<file path="config.mk">
export PLATFORM = sky130hd
export DESIGN_NAME = fct_timer
export DESIGN_NICKNAME = d
export VERILOG_FILES = /design/src/verilog/fct_pkg.sv /design/src/verilog/fct_timer.sv
export SDC_FILE = /design/constraint.sdc
export NUM_CORES = 1
export LEC_CHECK = 0
export CAP_MARGIN = 5
export CELL_PAD_IN_SITES_DETAIL_PLACEMENT = 1
export CELL_PAD_IN_SITES_GLOBAL_PLACEMENT = 2
export CORE_ASPECT_RATIO = 2
export CORE_MARGIN = 5
export CORE_UTILIZATION = 35
export CTS_CLUSTER_SIZE = 12
export DETAILED_ROUTE_END_ITERATION = 10
export DONT_BUFFER_PORTS = 1
export GPL_ROUTABILITY_DRIVEN = 0
export HOLD_SLACK_MARGIN = 0.1
export PLACE_DENSITY = 0.83
export RECOVER_POWER = 100
export SLEW_MARGIN = 20
export SYNTH_ARGS = -nofsm -noshare
export SYNTH_HDL_FRONTEND = slang
export SYNTH_SLANG_ARGS = --single-unit
</file>
<file path="constraint.sdc">
create_clock -name i_ref_clk -period 2.75 [get_ports i_ref_clk]
set_input_delay 0.275 -clock i_ref_clk [delete_from_list [all_inputs] [get_ports i_ref_clk]]
set_output_delay 0.275 -clock i_ref_clk [all_outputs]
set_load 0.01 [all_outputs]
</file>
<file path="src/verilog/fct_pkg.sv">
// Constants and carrier types of the fixed-cycle countdown timer.
// Assumes one 250 MHz core clock; all addresses are 4-bit register indices.
package fct_pkg;

  ////////////////////////////////////////////////////////////////////////////
  // Timing
  localparam int unsigned CLK_PERIOD_NS = 4;
  // Auto release with the fast source: 122 us
  localparam int unsigned REL_FAST_NS   = 122000;
  // Auto release with every other source: 7.8125 ms
  localparam int unsigned REL_SLOW_NS   = 7812500;
  // Longest times, so division rounds down
  localparam int unsigned REL_FAST_CYC  = REL_FAST_NS / CLK_PERIOD_NS;
  localparam int unsigned REL_SLOW_CYC  = REL_SLOW_NS / CLK_PERIOD_NS;
  localparam int unsigned REL_W         = 21;

  ////////////////////////////////////////////////////////////////////////////
  // Register indices
  localparam logic [3:0] ADDR_PRESET_LO = 4'hB;
  localparam logic [3:0] ADDR_PRESET_HI = 4'hC;
  localparam logic [3:0] ADDR_EXT       = 4'hD;
  localparam logic [3:0] ADDR_FLAG      = 4'hE;
  localparam logic [3:0] ADDR_CTRL      = 4'hF;

  // Field positions
  localparam int unsigned EXT_SEL_LO_BIT  = 0;
  localparam int unsigned EXT_SEL_HI_BIT  = 1;
  localparam int unsigned EXT_RUN_BIT     = 4;
  localparam int unsigned FLAG_EVENT_BIT  = 4;
  localparam int unsigned CTRL_IRQ_EN_BIT = 4;
  localparam int unsigned CTRL_CLK_RST_BIT = 0;
  localparam int unsigned PRESET_W       = 12;
  localparam int unsigned HI_PRESET_W    = 4;

  // Source select codes
  localparam logic [1:0] SEL_4096 = 2'h0;
  localparam logic [1:0] SEL_64   = 2'h1;
  localparam logic [1:0] SEL_SEC  = 2'h2;
  localparam logic [1:0] SEL_MIN  = 2'h3;

  // Reset values and counter constants
  localparam logic [7:0]  REG_RST   = 8'h00;
  localparam logic [1:0]  SEL_RST   = 2'h0;
  localparam logic [11:0] CNT_LAST  = 12'h001;
  localparam logic [11:0] CNT_ZERO  = 12'h000;
  localparam logic [11:0] CNT_STEP  = 12'h001;

  ////////////////////////////////////////////////////////////////////////////
  // Carriers
  // One-cycle strobes from the timekeeping divider chain
  typedef struct packed {
    logic tick_4096;
    logic tick_64;
    logic tick_sec;
    logic tick_min;
  } fct_ticks_t;

  // Register write request from the serial front end
  typedef struct packed {
    logic       en;
    logic [3:0] addr;
    logic [7:0] data;
  } fct_wr_t;

endpackage

</file>
<file path="src/verilog/fct_timer.sv">
// Fixed-cycle countdown timer with its registers and shared interrupt drive.
// Assumes the serial front end presents decoded writes and read addresses on
// i_ref_clk, and the divider chain gives one-cycle source strobes.
`timescale 1ns/100ps

// Operation
// Two-bit select picks 4096Hz, 64Hz, second, minute
// Interrupt low 122us fast source, else 7.8125ms
// Clock reset bit stops all but 4096Hz
// Twelve-bit preset split over two registers
// Decrement per tick, event on 001h to 000h
// Reload preset after event, keep repeating
// Start from preset on each run rising
// Host stops timer before changing preset
// Writing run zero stops; run bit readable
// Run cleared releases held interrupt output
// Flag sticky until written zero; one ignored
// Clearing flag releases held interrupt output
// Enable one drives low; zero leaves released
// Enable cleared releases held interrupt output
// Output shared; other sources still drive low
// Second and minute steps follow update instants
// First interval within one source period short
// Countdown starts on serial clock rising edge
// Upper preset nibble is plain storage
// Zero preset never produces an event
// Sources come synchronously from divider chain
module fct_timer #(
  parameter int unsigned REL_FAST_CYC = fct_pkg::REL_FAST_CYC,
  parameter int unsigned REL_SLOW_CYC = fct_pkg::REL_SLOW_CYC
) (
  // Clock and reset
  input  wire logic               i_ref_clk,
  input  wire logic               i_sys_rst,
  // Timekeeping strobes
  input  wire fct_pkg::fct_ticks_t i_ticks,
  // Serial link clock and decoded register access
  input  wire logic               i_ser_clk,
  input  wire fct_pkg::fct_wr_t   i_wr,
  input  wire logic [3:0]         i_rd_addr,
  output logic [7:0]              o_rd_data,
  // Other interrupt sources sharing the pin
  input  wire logic               i_other_int_low,
  // Open-drain interrupt pin, active low
  output logic                    o_int_n_o,
  output logic                    o_int_n_oe
);

  ////////////////////////////////////////////////////////////////////////////
  // Elaboration checks

  // Release counter must hold both counts and neither may be zero
  if (REL_FAST_CYC < 1 || REL_SLOW_CYC < 1 ||
      REL_FAST_CYC >= (64'h1 << fct_pkg::REL_W) ||
      REL_SLOW_CYC >= (64'h1 << fct_pkg::REL_W)) begin : g_bad_rel
    $error("fct_timer: release count out of range");
  end

  ////////////////////////////////////////////////////////////////////////////
  // Functions

  // Is this cycle a write to the given register
  function automatic logic is_wr(input fct_pkg::fct_wr_t wr,
                                 input logic [3:0] addr);
    is_wr = wr.en && (wr.addr == addr);
  endfunction

  // Strobe of the selected source, gated by the clock reset bit except for 4096Hz
  function automatic logic src_tick(input logic [1:0] sel,
                                    input fct_pkg::fct_ticks_t t,
                                    input logic clk_rst);
    case (sel)
      fct_pkg::SEL_4096: src_tick = t.tick_4096;
      fct_pkg::SEL_64:   src_tick = t.tick_64 && !clk_rst;
      fct_pkg::SEL_SEC:  src_tick = t.tick_sec && !clk_rst;
      fct_pkg::SEL_MIN:  src_tick = t.tick_min && !clk_rst;
      default:           src_tick = 1'b0;
    endcase
  endfunction

  ////////////////////////////////////////////////////////////////////////////
  // Declarations

  typedef enum logic [1:0] {
    ST_STOP,
    ST_ARMED,
    ST_RUN
  } fct_state_t;

  fct_state_t                     state_q;
  logic [7:0]                     preset_lo_q;
  logic [7:0]                     preset_hi_q;
  logic [1:0]                     sel_q;
  logic                           run_q;
  logic                           flag_q;
  logic                           irq_en_q;
  logic                           clk_rst_q;
  logic [fct_pkg::PRESET_W-1:0]   cnt_q;
  logic                           hold_q;
  logic [fct_pkg::REL_W-1:0]      rel_q;
  logic                           sclk_meta_q;
  logic                           sclk_sync_q;
  logic                           sclk_prev_q;
  logic [7:0]                     rd_d;

  logic                           wr_ext;
  logic                           wr_flag;
  logic                           wr_ctrl;
  logic                           run_set;
  logic                           run_clr;
  logic                           flag_clr;
  logic                           irq_en_clr;
  logic                           sclk_rise;
  logic                           step;
  logic                           event_hit;
  logic                           start;
  logic [fct_pkg::PRESET_W-1:0]   preset;

  ////////////////////////////////////////////////////////////////////////////
  // Write decode

  // Register hits and the control effects of each write
  assign wr_ext     = is_wr(i_wr, fct_pkg::ADDR_EXT);
  assign wr_flag    = is_wr(i_wr, fct_pkg::ADDR_FLAG);
  assign wr_ctrl    = is_wr(i_wr, fct_pkg::ADDR_CTRL);
  assign run_set    = wr_ext && i_wr.data[fct_pkg::EXT_RUN_BIT] && !run_q;
  assign run_clr    = wr_ext && !i_wr.data[fct_pkg::EXT_RUN_BIT];
  assign flag_clr   = wr_flag && !i_wr.data[fct_pkg::FLAG_EVENT_BIT];
  assign irq_en_clr = wr_ctrl && !i_wr.data[fct_pkg::CTRL_IRQ_EN_BIT];

  // Upper nibble of the high preset register is not counted
  assign preset = {preset_hi_q[fct_pkg::HI_PRESET_W-1:0], preset_lo_q};

  ////////////////////////////////////////////////////////////////////////////
  // Serial clock sampling

  // Two stages before use; edge found between second and third
  always_ff @(posedge i_ref_clk) begin
    if (i_sys_rst) begin
      sclk_meta_q <= 1'b0;
      sclk_sync_q <= 1'b0;
      sclk_prev_q <= 1'b0;
    end else begin
      sclk_meta_q <= i_ser_clk;
      sclk_sync_q <= sclk_meta_q;
      sclk_prev_q <= sclk_sync_q;
    end
  end

  assign sclk_rise = sclk_sync_q && !sclk_prev_q;

  ////////////////////////////////////////////////////////////////////////////
  // Configuration registers

  // Preset bytes; host keeps the timer stopped while writing them
  always_ff @(posedge i_ref_clk) begin
    if (i_sys_rst) begin
      preset_lo_q <= fct_pkg::REG_RST;
      preset_hi_q <= fct_pkg::REG_RST;
    end else begin
      if (is_wr(i_wr, fct_pkg::ADDR_PRESET_LO)) begin
        preset_lo_q <= i_wr.data;
      end
      if (is_wr(i_wr, fct_pkg::ADDR_PRESET_HI)) begin
        preset_hi_q <= i_wr.data;
      end
    end
  end

  // Source select and run bit
  always_ff @(posedge i_ref_clk) begin
    if (i_sys_rst) begin
      sel_q <= fct_pkg::SEL_RST;
      run_q <= 1'b0;
    end else if (wr_ext) begin
      sel_q <= {i_wr.data[fct_pkg::EXT_SEL_HI_BIT],
                i_wr.data[fct_pkg::EXT_SEL_LO_BIT]};
      run_q <= i_wr.data[fct_pkg::EXT_RUN_BIT];
    end
  end

  // Interrupt enable and clock reset bits
  always_ff @(posedge i_ref_clk) begin
    if (i_sys_rst) begin
      irq_en_q  <= 1'b0;
      clk_rst_q <= 1'b0;
    end else if (wr_ctrl) begin
      irq_en_q  <= i_wr.data[fct_pkg::CTRL_IRQ_EN_BIT];
      clk_rst_q <= i_wr.data[fct_pkg::CTRL_CLK_RST_BIT];
    end
  end

  ////////////////////////////////////////////////////////////////////////////
  // Run control

  // A rising run bit arms; counting starts on the next serial clock rise
  always_ff @(posedge i_ref_clk) begin
    if (i_sys_rst) begin
      state_q <= ST_STOP;
    end else if (run_clr) begin
      state_q <= ST_STOP;
    end else begin
      case (state_q)
        ST_STOP: begin
          if (run_set) begin
            state_q <= ST_ARMED;
          end
        end
        ST_ARMED: begin
          if (sclk_rise) begin
            state_q <= ST_RUN;
          end
        end
        ST_RUN: begin
          state_q <= ST_RUN;
        end
        default: begin
          state_q <= ST_STOP;
        end
      endcase
    end
  end

  assign start = (state_q == ST_ARMED) && sclk_rise && !run_clr;
  // Ticks arrive at any phase, so the first interval may be short
  assign step  = (state_q == ST_RUN) && !run_clr &&
                 src_tick(sel_q, i_ticks, clk_rst_q);
  // A zero count never reaches the last step
  assign event_hit = step && (cnt_q == fct_pkg::CNT_LAST);

  ////////////////////////////////////////////////////////////////////////////
  // Down-counter

  // Loads on start, reloads after each event, parks at zero
  always_ff @(posedge i_ref_clk) begin
    if (i_sys_rst) begin
      cnt_q <= fct_pkg::CNT_ZERO;
    end else if (start) begin
      cnt_q <= preset;
    end else if (event_hit) begin
      cnt_q <= preset;
    end else if (step && cnt_q != fct_pkg::CNT_ZERO) begin
      cnt_q <= cnt_q - fct_pkg::CNT_STEP;
    end
  end

  ////////////////////////////////////////////////////////////////////////////
  // Event flag

  // Set wins over a clear in the same cycle; writing one does nothing
  always_ff @(posedge i_ref_clk) begin
    if (i_sys_rst) begin
      flag_q <= 1'b0;
    end else if (event_hit) begin
      flag_q <= 1'b1;
    end else if (flag_clr) begin
      flag_q <= 1'b0;
    end
  end

  ////////////////////////////////////////////////////////////////////////////
  // Interrupt hold and auto release

  // A new event restarts the release time even during a clear
  always_ff @(posedge i_ref_clk) begin
    if (i_sys_rst) begin
      hold_q <= 1'b0;
      rel_q  <= '0;
    end else if (event_hit && irq_en_q) begin
      hold_q <= 1'b1;
      rel_q  <= (sel_q == fct_pkg::SEL_4096) ?
                fct_pkg::REL_W'(REL_FAST_CYC) :
                fct_pkg::REL_W'(REL_SLOW_CYC);
    end else if (hold_q) begin
      if (run_clr || flag_clr || irq_en_clr) begin
        hold_q <= 1'b0;
        rel_q  <= '0;
      end else if (rel_q == fct_pkg::REL_W'(1)) begin
        hold_q <= 1'b0;
        rel_q  <= '0;
      end else begin
        rel_q  <= rel_q - fct_pkg::REL_W'(1);
      end
    end
  end

  // Pin pulled low by either this timer or any other source
  always_ff @(posedge i_ref_clk) begin
    if (i_sys_rst) begin
      o_int_n_o  <= 1'b0;
      o_int_n_oe <= 1'b0;
    end else begin
      o_int_n_o  <= 1'b0;                              // Open drain only pulls low
      o_int_n_oe <= hold_q || i_other_int_low;
    end
  end

  ////////////////////////////////////////////////////////////////////////////
  // Read path

  // Unlisted addresses and unused bits read zero
  always_comb begin
    rd_d = 8'h00;
    case (i_rd_addr)
      fct_pkg::ADDR_PRESET_LO: rd_d = preset_lo_q;
      fct_pkg::ADDR_PRESET_HI: rd_d = preset_hi_q;
      fct_pkg::ADDR_EXT: begin
        rd_d[fct_pkg::EXT_RUN_BIT]    = run_q;
        rd_d[fct_pkg::EXT_SEL_HI_BIT] = sel_q[1];
        rd_d[fct_pkg::EXT_SEL_LO_BIT] = sel_q[0];
      end
      fct_pkg::ADDR_FLAG: rd_d[fct_pkg::FLAG_EVENT_BIT] = flag_q;
      fct_pkg::ADDR_CTRL: begin
        rd_d[fct_pkg::CTRL_IRQ_EN_BIT]  = irq_en_q;
        rd_d[fct_pkg::CTRL_CLK_RST_BIT] = clk_rst_q;
      end
      default: rd_d = 8'h00;
    endcase
  end

  // Read data registered one cycle after the address
  always_ff @(posedge i_ref_clk) begin
    if (i_sys_rst) begin
      o_rd_data <= 8'h00;
    end else begin
      o_rd_data <= rd_d;
    end
  end

endmodule

</file>
==> impl_metrics.ini <==
[placement]
post-dp-hpwl_mm = 8.90
port_buffers = 0
dp.cells = 560

[power_and_ir_drop]
p_sw_frac = 0.229
p_per_area_mw_per_mm2 = 565
p_clk_frac = 0.538
vdd_drop_max_uv = 293
p_leak_uw = 0.00149
p_int_uw = 1860
p_seq_frac = 0.425
p_sw_uw = 555
combPwrFrac = 0.037

[grt]
grt_max_degree = 52
track_usage = 0.204
grt-ovfl-total = 0
antenna_found_initial = 0
grt_pass1_vias = 3819
grt_pass1_wl_mm = 19.8

[timing]
fin_hold_ws_ns = 0.104
slew_violations = 0
fin_crit_sh = 0.896
relSlewSlack = 0.487
tns_ns = 0
finalHoldViolCount = 0
tightest_slew_ns = 0.759
setup_viol = 0
fmax_mhz = 406
rsz0062_at_grt = no
finalCriticalPeriod_ns = 2.46
final.setup_skew_ns = 0.00927

[route]
routedWlPerCell_um = 20.9
drtIter0Drc = 148
detail-route-antenna-nets = 0
drc = 0
wirelength_mm = 12.3
vias = 3549
drt_pre_antenna_iters = 4
vias_per_cell = 6.03

[min_path]
hold_path.class = input pin to flip-flop

[worst_setup_path]
slowest_stage = nor4_2
start_kind = flip-flop
cp-end-kind = flip-flop
worstPathRequired_ns = 2.93
worstPathMaxFanout = 7
arrival_ns = 2.64
cpPeakStageDelay_ns = 0.56
critical_path_class = flip-flop to flip-flop
cp_cell_sequence = nor4_2 -> and4_1 -> o2111ai_1 -> o31ai_1 -> clkbuf_1 -> a31oi_1

[die]
dieWidth_um = 82.2
fp.dieH_um = 154
start_util = 0.360
boundaryPins = 35
core_area_sq_mm = 0.0101
die_area_sq_mm = 0.0127
num_rows = 52

[clock_network]
post_cts_buffers = 0
cts_tree = yes
cts.sinks = 70
cts_buffer_depth = 2
htreeDepth = 3
clk_pin_slew_ns = 0.06
root_buffer = clkbuf_16
cts_buffers = 9
clk_latency_ns = 0.34

[logic_synthesis]
synth_warnings = 0
async_flop_share = 0
synth-edff-count = 0
postSynthAreaPerCell_sq_um = 8.42
ys_top_cells_by_area = dfxtp_1 (38%), a21oi_1 (4.5%), nor2_1 (4.0%)
ys_ff_latch = 70
syn_nets = 467
synth_top_area_cell = dfxtp_1
synthDistinctLibCells = 64
synth_top_cell_area_share = 0.384
syn-cell-area_sq_mm = 0.00365
ys_top_cells_by_count = dfxtp_1 (70), nor2_1 (39), a21oi_1 (33), nand2_1 (33), nand3_1 (22)
synth_cells = 434
ys.flop_type = dfxtp_1
synth.most_common_cell = dfxtp_1
ys_seq_area_frac = 0.384

[layout]
drive_gt1_frac = 0.0881
areaGrowthSynthToFinish_pct = 17.1
n_antenna_cell = 0
nets = 482
layoutNonFillerInstCount = 589

[outcome]
status = finished, final reports clean

[flow_run]
maxCapViolCount = 0
-- per-stage QoR --
step / power [uW] / utilization / setup slack (ns) / cell area [sq um]
3_3_place_gp: 1110 / 0.377 / 0.545 / 3830
2_1_floorplan: 1100 / - / 0.713 / 3650
6_report: 2420 / 0.421 / 0.287 / 4280
4_1_cts: 2450 / 0.424 / 0.412 / 4300
5_1_grt: 2500 / 0.421 / 0.122 / 4280
3_5_place_dp: 1110 / 0.377 / 0.453 / 3830
-- cells in the final DEF (no fill, tap or decap), types with 3 or more instances in the layout --
cell           synthesis  layout
a41oi_1                3       3
or3_1                 15      15
nand2b_1               5       5
o21ai_0               16      16
clkbuf_1              19       7
a22oi_1                7       7
a31oi_1               19      19
nor3_1                10      10
mux2i_1               10      10
dfxtp_1               70      70
a21oi_1               33      33
nand4_1                4       4
and3_1                 3       3
clkbuf_16              0       9
dlygate4sd3_1          0      12
inv_1                 10      10
inv_6                  0       3
o31ai_1               11      11
buf_4                  1      10
nand3_1               22      22
ha_1                   8       8
nand2_1               33      33
o31a_1                 5       5
a311oi_1              10      10
nor4_1                 3       3
nor2_1                39      39
or4_1                 13      13
o211ai_1               7       7
nor2b_1                6       6
-- layout make-up --
| type | count | area, sq um |
|---|---|---|
| Clock inverter | 7 | 103 |
| Fill cell | 1262 | 5870 |
| Sequential cell | 70 | 1400 |
| Timing Repair Buffer | 30 | 249 |
| Inverter | 11 | 41.3 |
| Multi-Input combinational cell | 327 | 2090 |
| Clock buffer | 9 | 225 |
| Tap cell | 135 | 169 |
-- logic make-up after synthesis --
logic type	after synthesis	share of synthesized area
other	1	0.00103
buffers and inverters	37	0.0445
adders and majority gates	8	0.0274
xor gates and xnor gates	1	0.00240
DFF	70	0.384
and+or+nand+nor	171	0.253
muxes	12	0.0336
AOI/OAI and AO/OA	134	0.255
-- state kept, by name, summed over array words and instances, names as in the netlist, 2 cells and up --
register,flops
sel_q,2
o_rd_data,8
rel_q,21
state_q,2
cnt_q,12
preset_lo_q,8
preset_hi_q,8
-- per-layer routing --
layer / GRT usage / vias to the layer above / routed length, um
met2: 0.387 / 65 / 7060
met3: 0.0419 / 39 / 469
met4: 0.105 / 0 / 559
li1: - / 1685 / -
met5: 0 / - / 0
met1: 0.194 / 1760 / 4250
-- worst paths after layout --
kind | startpoint | end | slack [ns] | depth (start not counted)
min reg2reg | sclk_meta_q | sclk_sync_q | 0.43 | 1
max | cnt_q[4] | rel_q[20] | 0.29 | 6
min | i_wr[2] | preset_lo_q[2] | 0.10 | 2
max reg2reg | cnt_q[4] | rel_q[20] | 0.29 | 6
-- critical path: cells and delay by family, from the launching register on --
kind / cells / cell delay, ns
AOI/OAI and AO/OA: 3 / 0.69
buffers and inverters: 1 / 0.35
DFF: 1 / 0.37
and+or+nand+nor: 2 / 0.90
-- timing repair --
item / in CTS / in global routing
resized for setup: 0 / 0
hold endpoints to repair: 53 / 0
hold buffers: 13 / 0
-- power groups by stage --
stage | logic, uW | registers, uW | clock network [uW]
finish | 89.5 | 1030 | 1300
global route | 97.9 | 1030 | 1380
CTS | 92.6 | 1030 | 1330
detailed placement | 59.2 | 1050 | 0
global placement | 57.9 | 1050 | 0
floorplan | 55.7 | 1050 | 0
Note: power is estimated with default switching activity, not from simulation.
